==> src/logic/fsyn_pkg.sv <==
// constants, field layout and types for the synthesizer control block
// assumes one 250 MHz system clock; serial pins arrive already synchronous
// Operation
// - Reference divided by a 4-bit counter, ratios 1 to 15, into the comparison clock.
// - A 12-bit fraction modulus sets comparison frequency over channel step.
// - Modulus is staged by a reference-divider write, made active by a main-divider write.
// - Address bits 10 route the word to the control register.
// - Address bits 11 route the word to the noise-and-spur register.
// - Address bits 00 select main divider, 01 select reference divider.
// - Control bit 2 high holds all synthesizer counters in reset.
// - Control bit 3 high puts the charge pump output in high impedance.
// - Control bit 4 high powers down; registers keep their contents.
// - Power-down forces counters to load state, pump high-Z, lock detect reset.
// - Serial input register keeps shifting and latching during power-down.
// - Lock needs 24 good comparison cycles, or 40 with precision bit set.
// - Control bit 6 selects phase detector polarity, 1 for positive slope.
// - Control bits 7 to 10 select the charge pump current.
// - Doubler bit 0: falling reference edge only; 1: both edges active.
// - Modes: low spur dithers, low noise-and-spur no dither, lowest noise also pump region.
// - Word 0003C7 to the noise-and-spur register selects lowest noise mode.
// - Load-control bit high: modulus field becomes resync delay, staged modulus kept.
// - Output is integer plus fraction over modulus times comparison frequency.
package fsyn_pkg;
   // serial word
   localparam int WORD_W = 24;
   localparam logic [1:0] ADDR_MAIN = 2'h0;
   localparam logic [1:0] ADDR_REF = 2'h1;
   localparam logic [1:0] ADDR_CTRL = 2'h2;
   localparam logic [1:0] ADDR_NOISE = 2'h3;
   // main divider fields
   localparam int MAIN_FRACTION_NUMERATOR_LSB = 2;
   localparam int MAIN_INT_LSB = 14;
   localparam int MAIN_FASTLOCK_BIT = 23;
   // reference divider fields
   localparam int REF_MOD_LSB = 2;
   localparam int REF_RCNT_LSB = 14;
   localparam int REF_PRESC_BIT = 18;
   localparam int REF_MUX_LSB = 20;
   localparam int REF_LOAD_BIT = 23;
   // control fields
   localparam int CTRL_CNT_RST_BIT = 2;
   localparam int CTRL_CP_TRI_BIT = 3;
   localparam int CTRL_PDOWN_BIT = 4;
   localparam int CTRL_LDP_BIT = 5;
   localparam int CTRL_PD_POL_BIT = 6;
   localparam int CTRL_CP_CUR_LSB = 7;
   localparam int CTRL_DOUBLER_BIT = 11;
   // noise and spur mode field, bits 11..2 of the word
   localparam int NOISE_MODE_LSB = 2;
   localparam logic [23:0] NOISE_LOWEST_WORD = 24'h00_03c7;
   localparam logic [9:0] NOISE_LOWEST_CODE = NOISE_LOWEST_WORD[11:2];
   localparam logic [9:0] NOISE_LNS_CODE = 10'h0e0;
   // lock detect counts and pump current
   localparam int LOCK_CNT_NORMAL = 24;
   localparam int LOCK_CNT_PRECISE = 40;
   localparam logic [3:0] CP_CUR_MAX = 4'hf;
   // reset values
   localparam logic [23:0] WORD_RESET = 24'h00_0000;
   localparam logic [11:0] MOD_RESET = 12'h000;
   localparam logic [3:0] RCNT_RESET = 4'h1;

   typedef enum logic {FSYN_LD_HUNT, FSYN_LD_LOCKED} fsyn_ld_state_e;
   typedef enum logic [1:0] {FSYN_LOW_SPUR, FSYN_LOW_NOISE_SPUR, FSYN_LOWEST_NOISE} fsyn_mode_e;
endpackage : fsyn_pkg

==> src/logic/fsyn_lock_detect.sv <==
// digital lock detector counting good comparison cycles
// assumes the phase detector supplies per-cycle small and large error flags
module fsyn_lock_detect #(
   parameter int CNT_W = 6
) (
   // clock and reset
   input wire logic i_clk_sys,
   input wire logic i_rst_n,
   // comparison events
   input wire logic i_clear,
   input wire logic i_cmp_tick,
   input wire logic i_err_small,
   input wire logic i_err_large,
   input wire logic i_precision,
   // lock status
   output logic o_locked
);
   import fsyn_pkg::*;

   typedef struct packed {
      fsyn_ld_state_e state;
      logic [CNT_W-1:0] count;
      logic locked;
   } fsyn_ld_s;

   fsyn_ld_s st_reg;
   fsyn_ld_s st_next;
   logic [CNT_W-1:0] target;

   // counter must reach the longer of the two lock counts; refused at elaboration
   if ((2 ** CNT_W) <= LOCK_CNT_PRECISE) begin : g_cnt_w_bad
      $error("fsyn_lock_detect: CNT_W too small");
   end

   // lock target picked by the precision bit
   assign target = i_precision ? CNT_W'(LOCK_CNT_PRECISE)
                               : CNT_W'(LOCK_CNT_NORMAL);

   // next state
   always_comb begin
      st_next = st_reg;
      if (i_clear) begin
         st_next.state = FSYN_LD_HUNT;
         st_next.count = '0;
      end else if (i_cmp_tick) begin
         case (st_reg.state)
            FSYN_LD_HUNT: begin
               if (!i_err_small) begin
                  st_next.count = '0;
               end else if (st_reg.count + 1'b1 >= target) begin
                  st_next.state = FSYN_LD_LOCKED;
                  st_next.count = '0;
               end else begin
                  st_next.count = st_reg.count + 1'b1;
               end
            end
            FSYN_LD_LOCKED: begin
               if (i_err_large) begin
                  st_next.state = FSYN_LD_HUNT;
               end
            end
            default: begin
               st_next.state = FSYN_LD_HUNT;
               st_next.count = '0;
            end
         endcase
      end
      st_next.locked = (st_next.state == FSYN_LD_LOCKED);
   end

   // state register
   always_ff @(posedge i_clk_sys or negedge i_rst_n) begin
      if (!i_rst_n) begin
         st_reg <= '{state: FSYN_LD_HUNT, count: '0, locked: 1'b0};
      end else begin
         st_reg <= st_next;
      end
   end

   assign o_locked = st_reg.locked;
endmodule : fsyn_lock_detect

==> src/logic/fsyn_ctrl_regs.sv <==
// serial programming port, register bank and reference divider of the synthesizer
// assumes serial clock, data, latch enable and reference are synchronous to i_clk_sys
// and at least two system clocks per level; the analog loop sits outside
module fsyn_ctrl_regs #(
   parameter int LOCK_CNT_W = 6
) (
   // clock and reset
   input wire logic i_clk_sys,
   input wire logic i_rst_n,
   // three-wire serial port
   input wire logic i_ser_clk,
   input wire logic i_ser_data,
   input wire logic i_latch_en,
   // reference and phase detector feedback
   input wire logic i_reference_clock_input,
   input wire logic i_phase_err_small,
   input wire logic i_phase_err_large,
   // divider settings
   output logic [8:0] o_int_value,
   output logic [11:0] o_fraction_numerator,
   output logic [11:0] o_fraction_modulus,
   output logic [11:0] o_resync_delay,
   output logic [3:0] o_ref_count,
   output logic o_prescaler_8_9,
   output logic [2:0] o_mux_select,
   // comparison clock
   output logic o_pfd_ref_tick,
   // control outputs
   output logic o_counter_reset,
   output logic o_cp_high_z,
   output logic o_power_down,
   output logic o_pd_polarity_pos,
   output logic [3:0] o_cp_current,
   output logic o_doubler_en,
   output logic o_dither_en,
   output logic o_cp_low_noise,
   output fsyn_pkg::fsyn_mode_e o_noise_mode,
   // lock detect
   output logic o_lock_detect
);
   import fsyn_pkg::*;

   typedef struct packed {
      logic sclk_q;
      logic le_q;
      logic ref_q;
      logic [WORD_W-1:0] shift;
      logic [8:0] int_value;
      logic [11:0] fraction_numerator;
      logic fastlock;
      logic [11:0] staged_mod;
      logic [11:0] active_mod;
      logic [11:0] resync_delay;
      logic [3:0] rcount;
      logic prescaler;
      logic [2:0] mux_sel;
      logic cnt_rst;
      logic cp_tri;
      logic pdown;
      logic lock_precision_select;
      logic pd_pol;
      logic [3:0] cp_cur;
      logic doubler;
      fsyn_mode_e mode;
      logic dither_en;
      logic cp_low_noise;
      logic [3:0] rdiv_cnt;
      logic pfd_tick;
      logic new_channel;
      logic [3:0] cp_out;
      logic cp_hz;
      logic hold;
   } fsyn_regs_s;

   fsyn_regs_s st_reg;
   fsyn_regs_s st_next;
   logic [WORD_W-1:0] word;
   logic latch_strobe;
   logic ref_edge;
   logic [3:0] rdiv_eff;
   logic [9:0] mode_code;
   logic lock_clear;

   // the detector needs room for the longer lock count; refused at elaboration
   if (LOCK_CNT_W < 6) begin : g_lock_w_bad
      $error("fsyn_ctrl_regs: LOCK_CNT_W below 6");
   end

   // latch strobe: rising edge of the sampled latch enable
   assign latch_strobe = i_latch_en & ~st_reg.le_q;
   assign word = st_reg.shift;
   assign mode_code = word[NOISE_MODE_LSB +: 10];

   // active reference edge: both edges when doubling, else falling only
   assign ref_edge = st_reg.doubler ? (i_reference_clock_input ^ st_reg.ref_q)
                                    : (st_reg.ref_q & ~i_reference_clock_input);
   // a zero ratio is illegal; divide by one rather than stall
   assign rdiv_eff = (st_reg.rcount == 4'h0) ? 4'h1 : st_reg.rcount;

   // next state
   always_comb begin
      st_next = st_reg;
      st_next.sclk_q = i_ser_clk;
      st_next.le_q = i_latch_en;
      st_next.ref_q = i_reference_clock_input;
      st_next.new_channel = 1'b0;
      st_next.pfd_tick = 1'b0;

      // shifter never gated by power-down
      if (i_ser_clk && !st_reg.sclk_q) begin
         st_next.shift = {st_reg.shift[WORD_W-2:0], i_ser_data};
      end

      // address decode on the two low bits of the latched word
      if (latch_strobe) begin
         case (word[1:0])
            ADDR_MAIN: begin
               st_next.int_value = word[MAIN_INT_LSB +: 9];
               st_next.fraction_numerator = word[MAIN_FRACTION_NUMERATOR_LSB +: 12];
               st_next.fastlock = word[MAIN_FASTLOCK_BIT];
               st_next.active_mod = st_reg.staged_mod;
               st_next.new_channel = 1'b1;
            end
            ADDR_REF: begin
               if (word[REF_LOAD_BIT]) begin
                  st_next.resync_delay = word[REF_MOD_LSB +: 12];
               end else begin
                  st_next.staged_mod = word[REF_MOD_LSB +: 12];
               end
               st_next.rcount = word[REF_RCNT_LSB +: 4];
               st_next.prescaler = word[REF_PRESC_BIT];
               st_next.mux_sel = word[REF_MUX_LSB +: 3];
            end
            ADDR_CTRL: begin
               st_next.cnt_rst = word[CTRL_CNT_RST_BIT];
               st_next.cp_tri = word[CTRL_CP_TRI_BIT];
               st_next.pdown = word[CTRL_PDOWN_BIT];
               st_next.lock_precision_select = word[CTRL_LDP_BIT];
               st_next.pd_pol = word[CTRL_PD_POL_BIT];
               st_next.cp_cur = word[CTRL_CP_CUR_LSB +: 4];
               st_next.doubler = word[CTRL_DOUBLER_BIT];
            end
            ADDR_NOISE: begin
               if (mode_code == NOISE_LOWEST_CODE) begin
                  st_next.mode = FSYN_LOWEST_NOISE;
               end else if (mode_code == NOISE_LNS_CODE) begin
                  st_next.mode = FSYN_LOW_NOISE_SPUR;
               end else begin
                  st_next.mode = FSYN_LOW_SPUR;
               end
            end
            default: begin
               st_next.mode = st_reg.mode;
            end
         endcase
      end

      // mode side effects registered, so outputs come straight from flops
      case (st_next.mode)
         FSYN_LOWEST_NOISE: begin
            st_next.dither_en = 1'b0;
            st_next.cp_low_noise = 1'b1;
         end
         FSYN_LOW_NOISE_SPUR: begin
            st_next.dither_en = 1'b0;
            st_next.cp_low_noise = 1'b0;
         end
         default: begin
            st_next.dither_en = 1'b1;
            st_next.cp_low_noise = 1'b0;
         end
      endcase

      // power-down overrides the pump and counters but never the stored words
      st_next.hold = st_next.cnt_rst | st_next.pdown;
      st_next.cp_hz = st_next.cp_tri | st_next.pdown;
      // fastlock borrows the largest current for as long as the main-divider fastlock bit stays set
      st_next.cp_out = st_next.fastlock ? CP_CUR_MAX : st_next.cp_cur;

      // reference counter, parked at its load state while held
      if (st_reg.hold) begin
         st_next.rdiv_cnt = 4'h0;
      end else if (ref_edge) begin
         if (st_reg.rdiv_cnt + 4'h1 >= rdiv_eff) begin
            st_next.rdiv_cnt = 4'h0;
            st_next.pfd_tick = 1'b1;
         end else begin
            st_next.rdiv_cnt = st_reg.rdiv_cnt + 4'h1;
         end
      end
   end

   // state register
   always_ff @(posedge i_clk_sys or negedge i_rst_n) begin
      if (!i_rst_n) begin
         st_reg <= '{sclk_q: 1'b0, le_q: 1'b0, ref_q: 1'b0, shift: WORD_RESET,
                     int_value: 9'h000, fraction_numerator: 12'h000, fastlock: 1'b0,
                     staged_mod: MOD_RESET, active_mod: MOD_RESET, resync_delay: 12'h000,
                     rcount: RCNT_RESET, prescaler: 1'b0, mux_sel: 3'h0,
                     cnt_rst: 1'b0, cp_tri: 1'b0, pdown: 1'b0, lock_precision_select: 1'b0, pd_pol: 1'b0,
                     cp_cur: 4'h0, doubler: 1'b0, mode: FSYN_LOW_SPUR, dither_en: 1'b1,
                     cp_low_noise: 1'b0, rdiv_cnt: 4'h0, pfd_tick: 1'b0,
                     new_channel: 1'b0, cp_out: 4'h0, cp_hz: 1'b0, hold: 1'b0};
      end else begin
         st_reg <= st_next;
      end
   end

   // lock detect restarts on reset hold, power-down or a new channel
   assign lock_clear = st_reg.hold | st_reg.new_channel;

   fsyn_lock_detect #(
      .CNT_W(LOCK_CNT_W)
   ) u_lock (
      .i_clk_sys(i_clk_sys),
      .i_rst_n(i_rst_n),
      .i_clear(lock_clear),
      .i_cmp_tick(st_reg.pfd_tick),
      .i_err_small(i_phase_err_small),
      .i_err_large(i_phase_err_large),
      .i_precision(st_reg.lock_precision_select),
      .o_locked(o_lock_detect)
   );

   // outputs, all from the state register
   assign o_int_value = st_reg.int_value;
   assign o_fraction_numerator = st_reg.fraction_numerator;
   assign o_fraction_modulus = st_reg.active_mod;
   assign o_resync_delay = st_reg.resync_delay;
   assign o_ref_count = st_reg.rcount;
   assign o_prescaler_8_9 = st_reg.prescaler;
   assign o_mux_select = st_reg.mux_sel;
   assign o_pfd_ref_tick = st_reg.pfd_tick;
   assign o_counter_reset = st_reg.hold;
   assign o_cp_high_z = st_reg.cp_hz;
   assign o_power_down = st_reg.pdown;
   assign o_pd_polarity_pos = st_reg.pd_pol;
   assign o_cp_current = st_reg.cp_out;
   assign o_doubler_en = st_reg.doubler;
   assign o_dither_en = st_reg.dither_en;
   assign o_cp_low_noise = st_reg.cp_low_noise;
   assign o_noise_mode = st_reg.mode;
endmodule : fsyn_ctrl_regs

==> config.mk <==
export PLATFORM = sky130hd
export DESIGN_NAME = fsyn_ctrl_regs
export DESIGN_NICKNAME = d
export VERILOG_FILES = /design/src/logic/fsyn_pkg.sv /design/src/logic/fsyn_lock_detect.sv /design/src/logic/fsyn_ctrl_regs.sv
export SDC_FILE = /design/constraint.sdc
export NUM_CORES = 1
export LEC_CHECK = 0
export ABC_AREA = 1
export BUFFER_PORTS_ARGS = -buffer_cell sky130_fd_sc_hd__buf_2
export CAP_MARGIN = 20
export CORE_MARGIN = 2
export CORE_UTILIZATION = 50
export CTS_CLUSTER_DIAMETER = 120
export DETAILED_ROUTE_END_ITERATION = 10
export PLACE_DENSITY = 0.74
export SLEW_MARGIN = 10
export SYNTH_ARGS = -nofsm -noshare
export SYNTH_HDL_FRONTEND = slang
export SYNTH_SLANG_ARGS = --single-unit
==> constraint.sdc <==
create_clock -name i_clk_sys -period 1.7 [get_ports i_clk_sys]
set_input_delay 0.17 -clock i_clk_sys [delete_from_list [all_inputs] [get_ports i_clk_sys]]
set_output_delay 0.17 -clock i_clk_sys [all_outputs]
set_load 0.02 [all_outputs]
==> key figures, run 1 <==
CTS
  • CTS tree: done
  • Total CTS buffers: 17
  • CTS sink cnt: 126
  • Total number of H-tree levels: 4
  • Clock root cell: clkbuf_8
  • Clock latency on the worst-skew pair: 0.52 ns
  • Clock tree buffer depth: 2
  • Clock slew at reported path FFs: 0.06 ns

Timing
  • Hold WS: 0.05271 ns
  • Hold Fails Final Rpt: 0
  • RSZ-0062 raised after global routing: yes
  • Relative slew slack: 59.81%
  • Crit share post-route: 106.7%
  • Setup ws final: -0.1146 ns
  • Clock Skew: 0.008441 ns
  • Endpoints failing setup: 7
  • Worst slew pin tran: 0.5966 ns
  • Fin crit period: 1.815 ns
  • Fin. max-slew vios: 0
  • F_max: 551.1 MHz
  • Fin Setup TNS: -0.6411 ns

Floorplan
  • IO Count: 76
  • Initial core utilization: 51.72%
  • Die Footprint: 11620 µm²
  • Chip width: 107.8 µm
  • Row cnt: 37
  • Core area: 10420 µm²
  • DIE HEIGHT: 107.8 µm

Power
  • Cell Pwr Density: 1441 nW/µm²
  • Static Leakage: 3.298 nW
  • Peak VDD IR: 0.9499 mV
  • Tot Pwr: 9.080 mW

Layout
  • Commonest non-fill, non-tap cells in the layout: 147 x nand2_1, 124 x dfrtp_1, 74 x buf_2
  • Share of post-route cells with drive strength above 1: 23.85%
  • Antenna cells: 0
  • Final instance area: 6300 µm²
  • Final #Nets: 639
  • Max reg flops: 28
  • Final Non-Filler Cells: 769
  • Leading cell type in the layout, fill and taps excluded: nand2_1
  • Area grow syn2layout: 16.93%

Global route
  • Initial antenna violation count: 0
  • GRT Total Usage: 20.26%
  • Number of global-route vias before repair: 3630
  • Met2 GRT Util: 31.36%
  • Largest net degree at the start of global routing: 55
  • GR peak layer: met2
  • First-pass GRT wire length: 17960 µm
  • Overflow after GRT: 0
  • Met1 Track Usage GR: 27.34%
  • Met3 GRT Util: 5.085%

Setup path
  • Largest fanout on the critical path: 5
  • Critical Path RT: 2.16 ns
  • Reg2reg start: u_lock.st_reg[1]
  • Max incr delay on CP: 0.41 ns
  • Crit path launch type: flip-flop
  • Family with the most delay on the worst path: simple AND/OR/NAND/NOR gates
  • Worst setup path startpoint: u_lock.st_reg[1]
  • Endpoint type of the worst setup path: flip-flop
  • Critical setup path kind: reg -> reg
  • Slowest cell on crit path: dfrtp_1
  • Worst path most repeated cell: nand2_1
  • Critical path cell sequence: nand3_2 -> nor2_1 -> nand2_1 -> xnor2_2 -> ha_1 -> nand2_1 -> inv_2 -> nand3_2 -> nand2_4 -> nor2_4 -> nand2_1 -> nand2_1
  • Worst Path Buf+Inv: 1
  • CP Data Arrival Time: 2.27 ns

Worst hold path
  • Min-delay worst type: in -> reg
  • HP Start: i_phase_err_large

Yosys
  • Syn_nets: 590
  • Post-Synthesis Cell Area: 5388 µm²
  • Post-Synthesis Cells: 571
  • Post-synth cell types: 25
  • Syn. warnings: 0
  • Count of state elements after synthesis: 126
  • Sequential cell area fraction in the yosys report: 58.57%
  • Syn avg cell area: 9.435 µm²

Placed design
  • Gp weighted congestion: 0.7863
  • Post-DP Area: 5572 µm²
  • Post-Place Cells: 725
  • Detail Placement HPWL: 7341 µm
  • Port Buffers: 75

Detailed routing
  • Vias: 3787
  • Final ANT Viol Nets: 0
  • Drt initial violations: 221
  • Drt wl/cell: 14.14 µm
  • Vias per inst: 4.925
  • Final WL: 10880 µm
  • TritonRoute pass-1 iters: 4
  • DRC: 0

Flow run
  • Max-cap viol count: 0

Run status
  • Status: finished with violations
  • Violated checks: negative setup slack
[cells in the mapped netlist]
| cell type | n | area [µm²] |
|---|---|---|
| nor2_1 | 24 | 90.09 |
| buf_4 | 58 | 435.4 |
| inv_2 | 1 | 3.750 |
| nor2_4 | 2 | 22.52 |
| nand2_2 | 2 | 12.51 |
| buf_2 | 9 | 45.04 |
| buf_6 | 1 | 11.26 |
| a21oi_1 | 18 | 90.09 |
| nand3_1 | 13 | 65.06 |
| nand4_1 | 7 | 43.79 |
| nand2_1 | 148 | 555.5 |
| clkbuf_1 | 7 | 26.28 |
| xnor2_1 | 3 | 26.28 |
| dfrtp_1 | 124 | 3103 |
| o21ai_1 | 8 | 40.04 |
| nor2_2 | 1 | 6.260 |
| dfstp_2 | 2 | 52.55 |
| xor2_1 | 2 | 17.52 |
| or2_1 | 6 | 37.54 |
| o21ai_0 | 73 | 365.4 |
| inv_1 | 48 | 180.2 |
| a31o_2 | 1 | 8.760 |
| ha_1 | 11 | 137.6 |
| buf_1 | 1 | 3.750 |
| o21bai_1 | 1 | 7.510 |
[worst reg2reg max path, stage by stage, from the launching register on]
cell and delay [ns]:
dfrtp_1 0.41, nand3_2 0.10, nor2_1 0.09, nand2_1 0.09, xnor2_2 0.16, ha_1 0.32
nand2_1 0.09, inv_2 0.04, nand3_2 0.09, nand2_4 0.07, nor2_4 0.14, nand2_1 0.08
nand2_1 0.06
[timing repair]
action,4_1_cts,5_1_grt
setup endpoints to repair,9,12
hold buffers,6,0
gates resized for setup,11,4
pin swaps,3,2
buffers inserted,2,4
endpoints found under the hold margin,129,0
[power breakdown]
group,switching (mW),internal (mW)
registers,0.322,3.57
clock network,1.24,2.14
logic,1.20,0.602
[worst paths after layout]
path / end / slack (ns) / depth (start not counted)
worst max-delay path: u_lock.st_reg[4] / -0.11 / 12
worst min-delay path: u_lock.st_reg[7] / 0.05 / 6
worst max register to register: u_lock.st_reg[4] / -0.11 / 12
worst min register to register: o_fraction_modulus[4] / 0.47 / 2
max in group asynchronous: o_doubler_en / 0.91 / 3
min in group asynchronous: u_lock.st_reg[6] / 0.10 / 2
[logic make-up after synthesis]
group,share of synthesized area [%]
AND/OR/NAND/NOR,15.47
XOR/XNOR,0.8130
buffers and inverters,13.10
adder cells (fa/ha/maj),2.555
flip-flops,58.57
AO/OA/AOI/OAI,9.499
[layer usage]
| layer | vias up | wire (µm) |
|---|---|---|
| li1 | 1848 | - |
| met2 | 81 | 5307 |
| met1 | 1842 | 4969 |
| met3 | 16 | 414 |
| met4 | 0 | 184 |
| met5 | - | 0 |
[stage by stage]
stage | util [%] | worst slack, ns
2_1_floorplan | - | 0.03849
3_3_place_gp | 53.49 | -0.003859
3_5_place_dp | 53.49 | -0.1741
4_1_cts | 60.07 | -0.05610
5_1_grt | 60.48 | -0.2488
6_report | 60.48 | -0.1146
[cell type report]
class / instances / area [µm²]
fill: 904 / 4116
tap: 136 / 170.2
clock inverter: 12 / 118.9
clock buffer: 20 / 445.4
timing repair buffer: 106 / 638.1
inverter: 49 / 183.9
sequential: 126 / 3156
multi-input combinational: 320 / 1588
Note: power is estimated with default switching activity, not from simulation.
==> run 2, diff against run 1 <==
--- a/config.mk
+++ b/config.mk
@@ -12,6 +12,7 @@
 export CORE_UTILIZATION = 50
 export CTS_CLUSTER_DIAMETER = 120
 export DETAILED_ROUTE_END_ITERATION = 10
+export MAX_ROUTING_LAYER = met4
 export PLACE_DENSITY = 0.74
 export SLEW_MARGIN = 10
 export SYNTH_ARGS = -nofsm -noshare
==> key figures, run 2 (synthesized netlist as in run 1, its figures left out) <==
Timing
  • Clock Skew: 0.01452 ns
  • Setup ws final: -0.1191 ns
  • Crit share post-route: 107.0%
  • Hold WS: 0.05031 ns
  • F_max: 549.7 MHz
  • Relative slew slack: 60.36%
  • Endpoints failing setup: 7
  • Hold Fails Final Rpt: 0
  • Fin crit period: 1.819 ns
  • Fin. max-slew vios: 0
  • RSZ-0062 raised after global routing: yes
  • Worst slew pin tran: 0.5884 ns

Layout
  • Final Non-Filler Cells: 769
  • Antenna cells: 0
  • Area grow syn2layout: 16.93%
  • Final instance area: 6300 µm²
  • Leading cell type in the layout, fill and taps excluded: nand2_1
  • Max reg flops: 28
  • Commonest non-fill, non-tap cells in the layout: 147 x nand2_1, 124 x dfrtp_1, 74 x buf_2
  • Share of post-route cells with drive strength above 1: 23.85%
  • Util after Layout: 60.48%
  • Final #Nets: 639

Run status
  • Violated checks: negative setup slack
  • Status: finished with violations

Global route
  • Overflow after GRT: 0
  • Largest net degree at the start of global routing: 55
  • Initial antenna violation count: 0
  • First-pass GRT wire length: 17970 µm
  • Number of global-route vias before repair: 3621
  • GRT Total Usage: 20.90%
  • Met3 GRT Util: 5.085%
  • Met1 Track Usage GR: 27.54%
  • GR peak layer: met2
  • Met2 GRT Util: 31.36%

Detailed routing
  • Final ANT Viol Nets: 0
  • Drt wl/cell: 14.14 µm
  • Drt initial violations: 261
  • DRC: 0
  • Final WL: 10880 µm
  • Vias: 3803
  • TritonRoute pass-1 iters: 6
  • Vias per inst: 4.945

Floorplan
  • Chip width: 107.8 µm
  • Initial core utilization: 51.72%
  • Core area: 10420 µm²
  • DIE HEIGHT: 107.8 µm
  • Row cnt: 37
  • Die Footprint: 11620 µm²
  • IO Count: 76

Worst hold path
  • Min-delay worst type: in -> reg
  • Worst Hold End: u_lock.st_reg[7]
  • HP Start: i_phase_err_large
  • Hold-critical path depth: 6

Setup path
  • Endpoint type of the worst setup path: flip-flop
  • Reg2reg start: u_lock.st_reg[1]
  • Crit path launch type: flip-flop
  • Critical Path RT: 2.15 ns
  • CP Data Arrival Time: 2.27 ns
  • R2R Setup Slk: -0.12 ns
  • FF-to-FF End: u_lock.st_reg[4]
  • Worst R2R Path Depth: 12
  • Critical setup path kind: reg -> reg
  • Largest fanout on the critical path: 5

Placed design
  • Gp weighted congestion: 0.7972
  • Post-DP Area: 5572 µm²
  • Post-Place Cells: 725
  • Detail Placement HPWL: 7341 µm
  • Port Buffers: 75

Flow run
  • Max-cap viol count: 0

Power
  • Peak VDD IR: 0.9500 mV
  • Cell Pwr Density: 1440 nW/µm²
  • Static Leakage: 3.298 nW

CTS
  • CTS tree: done
  • Clock tree buffer depth: 2
  • Clock slew at reported path FFs: 0.06 ns
  • Clock latency on the worst-skew pair: 0.52 ns
  • Clock root cell: clkbuf_8
  • Total number of H-tree levels: 4
  • Total CTS buffers: 17
  • CTS sink cnt: 126
==> run 2: cell counts in the layout (fill, tap and decap cells not counted) <==
No cell type changed its count.
==> run 2: worst max-delay path, stage by stage, from the launching register on <==
cell     delay [ns]
dfrtp_1        0.41
nand3_2        0.10
nor2_1         0.09
nand2_1        0.09
xnor2_2        0.16
ha_1           0.32
nand2_1        0.09
inv_2          0.04
nand3_2        0.09
nand2_4        0.07
nor2_4         0.14
nand2_1        0.08
nand2_1        0.06
==> run 2: cell type report <==
| type | count | area (µm²) |
|---|---|---|
| clock buffers | 20 | 445.4 |
| clock inverters | 12 | 118.9 |
| fillers | 904 | 4116 |
| inverters | 49 | 183.9 |
| multi-input cells | 320 | 1588 |
| flip-flops and latches | 126 | 3156 |
| well taps | 136 | 170.2 |
| repair buffers | 106 | 638.1 |
==> run 2: how the worst max path moves through the flow <==
stage	startpoint	endpoint	slack, ns	cells after the start
2_1_floorplan	u_lock.st_reg[1]	u_lock.st_reg[6]	0.04	11
3_3_place_gp	u_lock.st_reg[1]	u_lock.st_reg[6]	-0.004	11
3_5_place_dp	u_lock.st_reg[2]	u_lock.st_reg[4]	-0.17	11
4_1_cts	u_lock.st_reg[1]	u_lock.st_reg[4]	-0.06	12
5_1_grt	u_lock.st_reg[1]	u_lock.st_reg[4]	-0.25	12
6_report	u_lock.st_reg[1]	u_lock.st_reg[4]	-0.12	12
==> run 2: per-layer routing <==
layer / share of wire [%] / wire, µm
met1: 45 / 4948
met2: 49 / 5327
met3: 4.0 / 431
met4: 1.6 / 169
met5: 0 / 0
==> run 2: report_power, final <==
part / switching [mW] / total [mW] / internal [mW] / leakage (nW)
Clock: 1.24 / 3.39 / 2.14 / 0.280
Sequential: 0.319 / 3.89 / 3.57 / 1.67
Combinational: 1.20 / 1.80 / 0.602 / 1.34
Total: 2.76 / 9.07 / 6.32 / 3.30
==> run 2: what timing repair did <==
action,4_1_cts,5_1_grt
pin swaps,3,2
hold buffers,6,0
resized for setup,11,4
hold endpoints to repair,129,0
setup endpoints to repair,9,12
setup buffers,2,4
==> run 2: through the flow <==
step / TNS, ns / setup slack [ns] / power (mW)
after floorplan: 0 / 0.03849 / 5.310
after global placement: -0.006140 / -0.003859 / 5.649
after detailed placement: -0.8640 / -0.1741 / 5.721
after CTS: -0.1954 / -0.05610 / 9.162
after global routing: -1.601 / -0.2488 / 9.571
final: -0.6552 / -0.1191 / 9.075
